File: config.mk
export PLATFORM = sky130hd
export DESIGN_NAME = pdw_top
export DESIGN_NICKNAME = d
export VERILOG_FILES = /design/src/pkg/pdw_pkg.sv /design/src/rtl/pdw_delay.sv /design/src/rtl/pdw_top.sv
export VERILOG_INCLUDE_DIRS = /design/src /design/src/pkg
export SDC_FILE = /design/constraint.sdc
export NUM_CORES = 1
export LEC_CHECK = 0
export ABC_AREA = 1
export CORE_MARGIN = 2
export CORE_UTILIZATION = 55
export CTS_CLUSTER_SIZE = 14
export DETAILED_ROUTE_END_ITERATION = 16
export DONT_BUFFER_PORTS = 1
export HOLD_SLACK_MARGIN = 0.12
export PLACE_DENSITY = 0.76
export SKIP_CTS_REPAIR_TIMING = 1
export SYNTH_ARGS = -nofsm -noshare
export SYNTH_HDL_FRONTEND = slang
export SYNTH_SLANG_ARGS = --single-unit
File: constraint.sdc
create_clock -name mclk -period 1.7 [get_ports mclk]
set_input_delay 0.085 -clock mclk [delete_from_list [all_inputs] [get_ports mclk]]
set_output_delay 0.085 -clock mclk [all_outputs]
set_load 0.02 [all_outputs]
File: src/pkg/pdw_consts.svh
`ifndef PDW_CONSTS_SVH
`define PDW_CONSTS_SVH
// ----------------------------------------
// register map (printed offsets not word aligned: index, byte = 4*index)
// ----------------------------------------
`define PDW_IDX_GATING     8'hef
`define PDW_IDX_PDCTRL     8'hf3
`define PDW_RST_GATING     8'hff
`define PDW_RST_PDCTRL     8'h01
`define PDW_BIT_PINWAKE    0
`define PDW_BIT_PDEN       1
`define PDW_BIT_MODE_LO    2
`define PDW_BIT_WKRST      4
`define PDW_MASK_PDCTRL    8'h1f
// ----------------------------------------
// timing
// ----------------------------------------
`define PDW_CLK_MHZ        125
`define PDW_PIN_MIN_NS     100
`define PDW_PIN_CYC        ((`PDW_PIN_MIN_NS * `PDW_CLK_MHZ + 999) / 1000)
`define PDW_REG_US         150
`define PDW_REG_CYC        (`PDW_REG_US * `PDW_CLK_MHZ)
`define PDW_OSC_US         10
`define PDW_OSC_CYC        (`PDW_OSC_US * `PDW_CLK_MHZ)
`define PDW_EDGE_NOWAKE    2'h3
`endif

File: src/pkg/pdw_pkg.sv
package pdw_pkg;
   typedef enum logic [1:0] {
      PDW_MODE1,
      PDW_MODE2,
      PDW_MODE3,
      PDW_MODE4
   } pdw_mode_t;

   typedef struct packed {
      logic external_wake_pin;
      logic rtcWakeReq;
      logic crystal_loss_flag;
   } pdw_wake_t;
endpackage

File: src/rtl/pdw_delay.sv
`timescale 1ns/1ns
// ----------------------------------------
// start-to-done delay counter
// ----------------------------------------
module pdw_delay #(
   parameter int CYCLES = 8
) (
   input  wire logic mclk,
   input  wire logic arst_n,
   input  wire logic start,
   output logic      done
);
   localparam int W = $clog2(CYCLES + 1);
   // a zero count could never raise done, so refuse it while elaborating
   if (CYCLES < 1) begin : g_bad_cycles
      $error("pdw_delay: CYCLES must be at least 1");
   end
   logic [W-1:0] cnt_q;
   logic         run_q;
   always_ff @(posedge mclk or negedge arst_n) begin
      if (!arst_n) begin
         cnt_q <= '0;
         run_q <= 1'b0;
      end else if (start) begin
         cnt_q <= W'(CYCLES - 1);
         run_q <= 1'b1;
      end else if (run_q) begin
         if (cnt_q == '0) begin
            run_q <= 1'b0;
         end else begin
            cnt_q <= cnt_q - 1'b1;
         end
      end
   end
   assign done = run_q && (cnt_q == '0) && !start;
endmodule

File: src/rtl/pdw_top.sv
`timescale 1ns/1ns
`include "pdw_consts.svh"
module pdw_top #(
   parameter int REG_CYC = `PDW_REG_CYC,
   parameter int OSC_CYC = `PDW_OSC_CYC,
   parameter int PIN_CYC = `PDW_PIN_CYC
) (
   input  wire logic              mclk,
   input  wire logic              arst_n,
   // axi4-lite slave
   input  wire logic [11:0]       s_axi_awaddr,
   input  wire logic              s_axi_awvalid,
   output logic                   s_axi_awready,
   input  wire logic [31:0]       s_axi_wdata,
   input  wire logic [3:0]        s_axi_wstrb,
   input  wire logic              s_axi_wvalid,
   output logic                   s_axi_wready,
   output logic [1:0]             s_axi_bresp,
   output logic                   s_axi_bvalid,
   input  wire logic              s_axi_bready,
   input  wire logic [11:0]       s_axi_araddr,
   input  wire logic              s_axi_arvalid,
   output logic                   s_axi_arready,
   output logic [31:0]            s_axi_rdata,
   output logic [1:0]             s_axi_rresp,
   output logic                   s_axi_rvalid,
   input  wire logic              s_axi_rready,
   // system side
   input  wire pdw_pkg::pdw_wake_t wakeIn,
   input  wire logic [1:0]        wake_edge_mode,
   input  wire logic              wakePinActiveHigh,
   input  wire logic              protectActive,
   output logic                   powerDown,
   output logic                   regulatorOn,
   output logic                   oscStart,
   output logic                   flashReady,
   output logic                   cpuClkEn,
   output logic                   cpuResume,
   output logic                   wakeResetReq,
   output logic                   portHold,
   output logic                   rtcStopped,
   input  wire logic              rtcEnableSet,
   output logic [2:0]             wakeSource,
   output logic                   wakeIrq,
   output logic [7:0]             peripheral_clock_gating
);
   // refused while elaborating: a zero count would skip a wake step
   if (PIN_CYC < 1 || REG_CYC < 1 || OSC_CYC < 1) begin : g_bad_counts
      $error("pdw_top: delay counts must be at least 1");
   end
   // ----------------------------------------
   // registers
   // ----------------------------------------
   logic [7:0] gating_q;
   logic       pinWake_q;
   logic       pdEn_q;
   logic [1:0] mode_q;
   logic       wkRst_q;
   logic       wkRstEntry_q;
   pdw_pkg::pdw_mode_t modeEntry_q;
   logic       hwClearPd;
   logic       swSetPd;

   // ----------------------------------------
   // axi4-lite write channel
   // ----------------------------------------
   logic        awHeld_q;
   logic        wHeld_q;
   logic [11:0] awAddr_q;
   logic [31:0] wData_q;
   logic [3:0]  wStrb_q;
   logic        bValid_q;
   logic        doWrite;
   logic [9:0]  wIdx;
   assign s_axi_awready = !awHeld_q && !bValid_q;
   assign s_axi_wready  = !wHeld_q && !bValid_q;
   assign doWrite       = awHeld_q && wHeld_q && !bValid_q;
   assign wIdx          = awAddr_q[11:2];
   always_ff @(posedge mclk or negedge arst_n) begin
      if (!arst_n) begin
         awHeld_q <= 1'b0;
         wHeld_q  <= 1'b0;
         awAddr_q <= 12'h000;
         wData_q  <= 32'h0000_0000;
         wStrb_q  <= 4'h0;
         bValid_q <= 1'b0;
      end else begin
         if (s_axi_awvalid && s_axi_awready) begin
            awHeld_q <= 1'b1;
            awAddr_q <= s_axi_awaddr;
         end
         if (s_axi_wvalid && s_axi_wready) begin
            wHeld_q <= 1'b1;
            wData_q <= s_axi_wdata;
            wStrb_q <= s_axi_wstrb;
         end
         if (doWrite) begin
            awHeld_q <= 1'b0;
            wHeld_q  <= 1'b0;
            bValid_q <= 1'b1;
         end else if (bValid_q && s_axi_bready) begin
            bValid_q <= 1'b0;
         end
      end
   end
   assign s_axi_bvalid = bValid_q;
   assign s_axi_bresp  = 2'h0;

   logic wrGating;
   logic wrCtrl;
   assign wrGating = doWrite && wStrb_q[0] && (wIdx == 10'(`PDW_IDX_GATING));
   assign wrCtrl   = doWrite && wStrb_q[0] && (wIdx == 10'(`PDW_IDX_PDCTRL));
   assign swSetPd  = wrCtrl && wData_q[`PDW_BIT_PDEN] && !protectActive;

   // ----------------------------------------
   // register storage
   // ----------------------------------------
   always_ff @(posedge mclk or negedge arst_n) begin
      if (!arst_n) begin
         gating_q <= `PDW_RST_GATING;
      end else if (wrGating) begin
         gating_q <= wData_q[7:0];
      end
   end
   assign peripheral_clock_gating = gating_q;

   always_ff @(posedge mclk or negedge arst_n) begin
      if (!arst_n) begin
         pinWake_q <= 1'(`PDW_RST_PDCTRL >> `PDW_BIT_PINWAKE);
         mode_q    <= 2'h0;
         wkRst_q   <= 1'b0;
      end else if (wrCtrl) begin
         pinWake_q <= wData_q[`PDW_BIT_PINWAKE];
         mode_q    <= wData_q[`PDW_BIT_MODE_LO +: 2];
         wkRst_q   <= wData_q[`PDW_BIT_WKRST];
      end
   end

   // power-down enable: the wake-up circuit clear always wins, since a software set is ignored while powerDown is high
   always_ff @(posedge mclk or negedge arst_n) begin
      if (!arst_n) begin
         pdEn_q <= 1'b0;
      end else if (swSetPd && !powerDown) begin
         pdEn_q <= 1'b1;
      end else if (hwClearPd) begin
         pdEn_q <= 1'b0;
      end
   end

   // ----------------------------------------
   // axi4-lite read channel
   // ----------------------------------------
   logic        rValid_q;
   logic [31:0] rData_q;
   logic [9:0]  rIdx;
   logic [7:0]  rByte;
   assign s_axi_arready = !rValid_q;
   assign rIdx = s_axi_araddr[11:2];
   always_comb begin
      rByte = 8'h00;
      if (rIdx == 10'(`PDW_IDX_GATING)) begin
         rByte = gating_q;
      end else if (rIdx == 10'(`PDW_IDX_PDCTRL)) begin
         // upper three bits stay zero
         rByte = {3'h0, wkRst_q, mode_q, pdEn_q, pinWake_q};
      end
   end
   always_ff @(posedge mclk or negedge arst_n) begin
      if (!arst_n) begin
         rValid_q <= 1'b0;
         rData_q  <= 32'h0000_0000;
      end else if (s_axi_arvalid && s_axi_arready) begin
         rValid_q <= 1'b1;
         rData_q  <= {24'h00_0000, rByte};
      end else if (rValid_q && s_axi_rready) begin
         rValid_q <= 1'b0;
      end
   end
   assign s_axi_rvalid = rValid_q;
   assign s_axi_rdata  = rData_q;
   assign s_axi_rresp  = 2'h0;

   // ----------------------------------------
   // wake qualification
   // ----------------------------------------
   typedef enum logic [2:0] {
      ST_RUN,
      ST_DOWN,
      ST_REG,
      ST_OSC,
      ST_FLASH,
      ST_RESUME
   } pdw_state_t;
   pdw_state_t state_q;

   localparam int PW = $clog2(PIN_CYC + 1);
   logic [PW-1:0] pinCnt_q;
   logic          pinActive;
   logic          pinWake;
   logic          rtcWake;
   logic          lossWake;
   logic          anyWake;
   assign pinActive = (wakeIn.external_wake_pin == wakePinActiveHigh)
                      && pinWake_q
                      && (wake_edge_mode != `PDW_EDGE_NOWAKE);
   // a short pulse restarts the count, so glitches under the minimum never wake
   always_ff @(posedge mclk or negedge arst_n) begin
      if (!arst_n) begin
         pinCnt_q <= '0;
      end else if (state_q != ST_DOWN || !pinActive) begin
         pinCnt_q <= '0;
      end else if (pinCnt_q != PW'(PIN_CYC)) begin
         pinCnt_q <= pinCnt_q + 1'b1;
      end
   end
   assign pinWake  = (pinCnt_q == PW'(PIN_CYC));
   assign rtcWake  = wakeIn.rtcWakeReq && (modeEntry_q != pdw_pkg::PDW_MODE1);
   assign lossWake = wakeIn.crystal_loss_flag
                     && (modeEntry_q == pdw_pkg::PDW_MODE2);
   assign anyWake  = (state_q == ST_DOWN) && (pinWake || rtcWake || lossWake);

   // ----------------------------------------
   // wake sequencer
   // ----------------------------------------
   logic regDone;
   logic oscDone;
   logic enterDown;
   assign enterDown = (state_q == ST_RUN) && pdEn_q;

   pdw_delay #(.CYCLES(REG_CYC)) u_reg_delay (
      .mclk   (mclk),
      .arst_n (arst_n),
      .start  (anyWake && !wkRstEntry_q),
      .done   (regDone)
   );
   pdw_delay #(.CYCLES(OSC_CYC)) u_osc_delay (
      .mclk   (mclk),
      .arst_n (arst_n),
      .start  (state_q == ST_REG && regDone),
      .done   (oscDone)
   );

   always_ff @(posedge mclk or negedge arst_n) begin
      if (!arst_n) begin
         state_q <= ST_RUN;
      end else begin
         case (state_q)
            ST_RUN: begin
               if (enterDown) begin
                  state_q <= ST_DOWN;
               end
            end
            ST_DOWN: begin
               if (anyWake) begin
                  state_q <= wkRstEntry_q ? ST_RESUME : ST_REG;
               end
            end
            ST_REG: begin
               if (regDone) begin
                  state_q <= ST_OSC;
               end
            end
            ST_OSC: begin
               if (oscDone) begin
                  state_q <= ST_FLASH;
               end
            end
            ST_FLASH: begin
               state_q <= ST_RESUME;
            end
            ST_RESUME: begin
               state_q <= ST_RUN;
            end
            default: begin
               state_q <= ST_RUN;
            end
         endcase
      end
   end

   always_ff @(posedge mclk or negedge arst_n) begin
      if (!arst_n) begin
         wkRstEntry_q <= 1'b0;
         modeEntry_q  <= pdw_pkg::PDW_MODE1;
      end else if (enterDown) begin
         wkRstEntry_q <= wkRst_q;
         modeEntry_q  <= pdw_pkg::pdw_mode_t'(mode_q);
      end
   end

   always_ff @(posedge mclk or negedge arst_n) begin
      if (!arst_n) begin
         wakeSource <= 3'h0;
      end else if (anyWake) begin
         wakeSource <= {lossWake, rtcWake, pinWake};
      end
   end

   // real-time clock stays off after mode 1 until software re-enables it
   always_ff @(posedge mclk or negedge arst_n) begin
      if (!arst_n) begin
         rtcStopped <= 1'b0;
      end else if (enterDown && mode_q == 2'h0) begin
         rtcStopped <= 1'b1;
      end else if (rtcEnableSet && state_q == ST_RUN) begin
         rtcStopped <= 1'b0;
      end
   end

   assign hwClearPd    = (state_q == ST_RESUME);
   assign powerDown    = (state_q != ST_RUN);
   assign regulatorOn  = (state_q == ST_RUN) || (state_q != ST_DOWN);
   assign oscStart     = (state_q == ST_OSC) || (state_q == ST_FLASH)
                         || (state_q == ST_RESUME) || (state_q == ST_RUN);
   assign flashReady   = (state_q == ST_FLASH) || (state_q == ST_RESUME)
                         || (state_q == ST_RUN);
   assign cpuClkEn     = (state_q == ST_RUN);
   assign cpuResume    = (state_q == ST_RESUME) && !wkRstEntry_q;
   assign wakeResetReq = (state_q == ST_RESUME) && wkRstEntry_q;
   assign portHold     = (state_q != ST_RUN) && !(state_q == ST_RESUME && wkRstEntry_q);
   assign wakeIrq      = 1'b0;
endmodule

# == After elaboration in Yosys (flattened, before gate mapping) ==
# Cells that the tools add are included.
# Widths: inputs -> output; s select.
# totals
elab_cells,151
register_bits,88
out_inout_bits,62
# classes
eq_ne,21
muxes,34
n_reduce_logical,70
addsub,3
# op_table
cell,n
$mux 15,3
$eq 10x8->1 const B,4
$mux 11,3
$logic_and 1x1->1,32
$reduce_bool 2->1,10
$mux 1,18
$logic_not 15->1,1
$mux 3,5
$pmux 3 s5,1
$sub 15x1->15 const B,1
$logic_not 1->1,11
$logic_not 11->1,1
$sub 11x1->11 const B,1
$logic_or 1x1->1,9
$mux 4,2
$mux 8,1
$ne 2x2->1 const B,4
$eq 3x2->1 const B,2
$eq 3x3->1 const B,2
$ne 2x1->1 const B,3
$mux 5,1
$add 4x1->4 const B,1
$eq 4x4->1 const B,1
$ne 4x4->1 const B,1
other kinds (9),10

# == Logic depth before layout (Yosys ltp) ==
# logic_depth
depth_word,13
mapped_depth,12
depth_no_buf,12

# == By module ==
# A second synthesis with hierarchy kept.
# unflattened
hier_cells,559
hier_area_um2,4639.4
# by_module_without_submodules
module,seq_area_each_um2,area_each_um2,cells_per_inst,instances
pdw_top,1462.7,2932.8,318,1
pdw_delay (u_reg_delay),400.4,998.5,146,1
pdw_delay (u_osc_delay),300.3,708.2,95,1

# == Worst setup path after synthesis ==
# No wires, ideal clock.
# synth_path
kind,reg2reg
from,register bValid_q (netlist: s_axi_bvalid)
to,register awAddr_q[11]
stages_incl_launch_ff,5
setup_ps,125
t_arrival_ps,1503
required_time_ps,1575
path_slack_ps,73
path_cell_list,dfrtp_1 nor2_1 nand2_1 buf_2 mux2_2
# synth_between
elab_chain_cells,3
# synth_lines
element,line_no,text
from (decl),pdw_top.sv:72,logic bValid_q;
from (signal assigned),pdw_top.sv:86,bValid_q <= 1'b0;
from (signal assigned),pdw_top.sv:100,bValid_q <= 1'b1;
from (signal assigned),pdw_top.sv:102,bValid_q <= 1'b0;
$logic_not 1->1,pdw_top.sv:75,assign s_axi_awready = !awHeld_q && !bValid_q;
$logic_and 1x1->1,pdw_top.sv:75,
net s_axi_awready,pdw_top.sv:13,"output logic s_axi_awready,"
$logic_and 1x1->1,pdw_top.sv:88,if (s_axi_awvalid && s_axi_awready) begin
to (signal assigned),pdw_top.sv:90,awAddr_q <= s_axi_awaddr;
to (decl),pdw_top.sv:69,logic [11:0] awAddr_q;
# The timed path passes the listed nets, and every way through them passes these cells.
# A chain may end at the register's enable or synchronous reset.

# == Worst setup path after layout ==
# layout_path
from,register u_reg_delay.cnt_q[8]
to,register state_q[0]
# layout_between
elab_chain_cells,8
word_cells_on_any_way,9
classes_between,2 x eq/ne; 7 x reduce/logical
# layout_lines
element,line_no,text
from (decl),pdw_delay.sv:18,logic [W-1:0] cnt_q;
from (signal assigned),pdw_delay.sv:25,cnt_q <= W'(CYCLES - 1);
from (signal assigned),pdw_delay.sv:31,cnt_q <= cnt_q - 1'b1;
$logic_not 15->1 (*),pdw_delay.sv:35,assign done = run_q && (cnt_q == '0) && !start;
$logic_and 1x1->1 (*) (2 in series),pdw_delay.sv:35,
$logic_and 1x1->1,pdw_top.sv:239,".start (state_q == ST_REG && regDone),"
$logic_not 1->1,pdw_delay.sv:35,
$logic_and 1x1->1,pdw_delay.sv:35,
$ne 2x2->1 (no source line),--,
$reduce_and 4->1 (no source line) (*),--,
to (signal assigned),pdw_top.sv:255,state_q <= wkRstEntry_q ? ST_RESUME : ST_REG;
to (decl),pdw_top.sv:194,pdw_state_t state_q;
# Mark *: on every way between the ends. The rest lies on a longest branch, timed or not.

==> metrics.yaml <==
layout:
  fin_nets: 695
  antenna_cells: 0
  drive_gt1_frac: 0.199
  syn_to_final_growth_pct: 22.7
route:
  routed_wl_mm: 10.1
  vias: 3729
  drt_first_pass_iters: 6
  routedWlPerCell_um: 14.0
  ant_nets: 0
  drc: 0
  drt_iter0_drc: 223
  viasPerCell: 5.17
floorplanning:
  num_rows: 32
  floorplan.initialDensity: 0.569
  die_h_um: 93.6
  core_area_um2: 7770
  die_area_um2: 8760
  die_x_um: 93.6
  ios: 137
worst_setup_path:
  worstSetupEndpointType: "register"
  slowest_delay_ns: 0.43
  slowest_stage: "dfrtp_1"
  critPathMaxFanout: 4
  crit_path_cell_trace: "nor2_2 > nand2_2 > nor2_2 > nand2_2 > nor2_4 > nand2_2 > a21oi_2 > buf_4 > nand3_1 > nand2_1"
  crit_type: "reg2reg"
  cp.required_ns: 2.00
  crit_top_cell: "nand2_2"
  cp-start-kind: "register"
  arrival_ns: 1.98
  reg2reg_depth: 10
sta:
  holdWs_ns: -0.591
  rsz0062_at_grt: "true"
  fin_ws_ns: 0.0207
  drv_slew: 0
  fin_skew_ns: 0.00861
  setup_viol: 0
  layout_min_cycle_time_ns: 1.68
  setup_tns_ns: 0
  post-route-period-util: 0.988
  hold_viol: 86
  max_freq_mhz: 595
clock_tree:
  clk_pin_slew_ns: 0.09
  cts_tree: "yes"
  numCtsBuffers: 9
  clk_path_buf_depth: 2
  cts.htree.levels: 3
  clockRootBuffer: "clkbuf_8"
  clock-sinks: 86
  clk_latency_ns: 0.36
run:
  drv_cap: 0
logic_synthesis:
  seq_area_frac_synth: 0.490
  synth.distinct_cells: 37
  ys_warn_count: 0
  avgSynthCellArea_um2: 8.29
  synth_seq_cells: 86
  synthCells: 533
  syn_area_um2: 4420
status:
  outcome: "complete, but fails checks"
  violations: "hold timing"
worst_hold_path:
  min_path_type: "in2async"
grt:
  grt_pass1_wl_mm: 14.9
  antenna_found_initial: 0
  grt_pass1_vias: 3330
  grt_overflow: 0
  grt_max_degree: 87
  track_usage: 0.213
place:
  place.port_buffers: 0
  dp_hpwl_mm: 6.53
  routabilityCongestion: 0.881
  dp_slack_ns: 0.0446
power_and_ir_drop:
  p_per_area_nw_per_um2: 920
  power.leakage_nw: 2.55
  peakVddDrop_v: 0.00114
registers in the layout, indices dropped and copies added, names as in the netlist:
signal	flops
awAddr_q	10
s_axi_rdata	8
u_osc_delay.run_q	1
modeEntry_q	2
u_reg_delay.cnt_q	15
pdEn_q	1
s_axi_bvalid	1
state_q	3
wkRstEntry_q	1
u_reg_delay.run_q	1
wData_q	8
pinWake_q	1
wakeSource	3
wStrb_q	1
wHeld_q	1
u_osc_delay.cnt_q	11
s_axi_rvalid	1
wkRst_q	1
pinCnt_q	4
mode_q	2
rtcStopped	1
peripheral_clock_gating	8
awHeld_q	1
where the power goes:
group / internal [mW] / leakage (nW) / total (mW) / switching (mW)
logic: 0.362 / 1.42 / 0.846 / 0.484
clock network: 0.846 / 0.111 / 1.64 / 0.789
registers: 2.32 / 1.02 / 2.50 / 0.188
critical path, delay by kind of cell, from the launching register on:
kind | cells | cell delay, ns
buffers and inverters | 1 | 0.14
and+or+nand+nor | 8 | 0.85
DFF | 1 | 0.43
AOI/OAI and AO/OA | 1 | 0.20
cell usage in the layout, fill, tap and decap left out, types with 2 or more instances in the layout:
cell type | synthesis | layout
nand3b_1 | 2 | 2
dfstp_2 | 9 | 9
conb_1 | 1 | 29
dfrtp_1 | 77 | 73
a21oi_1 | 20 | 20
nand4_1 | 11 | 11
inv_6 | 0 | 3
dfrtp_2 | 0 | 4
nand2_4 | 0 | 3
nor2_1 | 65 | 53
nand2_2 | 7 | 9
nor2_2 | 3 | 13
o21ai_1 | 13 | 14
clkbuf_8 | 0 | 9
nor3_2 | 2 | 4
ha_1 | 6 | 5
bufinv_16 | 0 | 2
nand3_1 | 25 | 24
xnor2_1 | 5 | 5
nand2_1 | 109 | 104
or2_2 | 2 | 2
nand3_2 | 3 | 3
mux2_2 | 8 | 8
inv_2 | 4 | 8
nor3_1 | 11 | 9
buf_4 | 30 | 35
inv_1 | 61 | 57
xor2_1 | 7 | 7
nor2_4 | 2 | 4
dlygate4sd3_1 | 0 | 41
o21ai_0 | 35 | 34
logic make-up (layout without fill, tap and decap cells):
logic type,Yosys count,in the layout,synth area share
AND/OR/NAND/NOR,244,244,0.245
buffers and inverters,99,157,0.110
flip-flops,86,86,0.490
AO/OA/AOI/OAI,77,77,0.0924
XOR/XNOR,12,12,0.0238
multiplexers,8,8,0.0204
adder cells (fa/ha/maj),6,6,0.0170
other,1,29,0.000849
synth_stat cells (all sizes together):
library cell | number | area share
xnor2 | 5 | 0.0099
o21a | 1 | 0.0017
o21bai | 1 | 0.0017
a31oi | 1 | 0.0014
o31ai | 1 | 0.0017
nor2 | 70 | 0.065
nand2 | 116 | 0.10
nor3 | 13 | 0.017
nor4 | 1 | 0.0028
inv | 65 | 0.055
or2 | 3 | 0.0042
nand3 | 28 | 0.035
nand4 | 11 | 0.016
conb | 1 | 0.00085
xor2 | 7 | 0.014
o21ai | 48 | 0.054
dfrtp | 77 | 0.44
mux2 | 8 | 0.020
clkbuf | 1 | 0.00085
o22ai | 2 | 0.0028
a21oi | 21 | 0.025
o211ai | 1 | 0.0017
nand3b | 2 | 0.0034
buf | 33 | 0.054
ha | 6 | 0.017
dfstp | 9 | 0.054
a32o | 1 | 0.0023
area by class of cell:
type / instances / area (um^2)
multi-input combinational: 376 / 1980
sequential: 86 / 2170
fill: 586 / 2350
clock inverter: 7 / 103
inverter: 65 / 244
clock buffer: 9 / 124
tap: 102 / 128
timing repair buffer: 76 / 673
final timing paths:
kind,from,to,slack (ns)
max,u_reg_delay.cnt_q[8]$_DFFE_PN0P_,state_q[0]$_DFFE_PN0P_,0.02
min,arst_n,u_osc_delay.cnt_q[7]$_DFFE_PN0P_,-0.59
max reg2reg,u_reg_delay.cnt_q[8]$_DFFE_PN0P_,state_q[0]$_DFFE_PN0P_,0.02
min reg2reg,mode_q[0]$_DFFE_PN0N_,mode_q[0]$_DFFE_PN0N_,0.49
max in group asynchronous,arst_n,peripheral_clock_gating[1]$_DFFE_PN1P_,2.08
min in group mclk,s_axi_araddr[4],s_axi_rdata[3]$_DFFE_PN0P_,0.12
routing by layer:
layer | track usage | part of all wire
met5 | 0 | 0
met4 | 0.0966 | 0.029
met3 | 0.0572 | 0.058
met2 | 0.338 | 0.50
met1 | 0.275 | 0.41
through the flow:
step	total power [mW]	instance area (um^2)	cells	hold WS, ns	utilization
2_1_floorplan	3.11	4520	561	-0.211	-
3_3_place_gp	3.22	4610	656	-0.209	0.593
3_5_place_dp	3.26	4610	656	-0.209	0.593
4_1_cts	4.89	4830	672	-0.605	0.622
5_1_grt	5.22	5420	721	-0.610	0.698
6_report	4.98	5420	721	-0.591	0.698
Note: power is estimated with default switching activity, not from simulation.
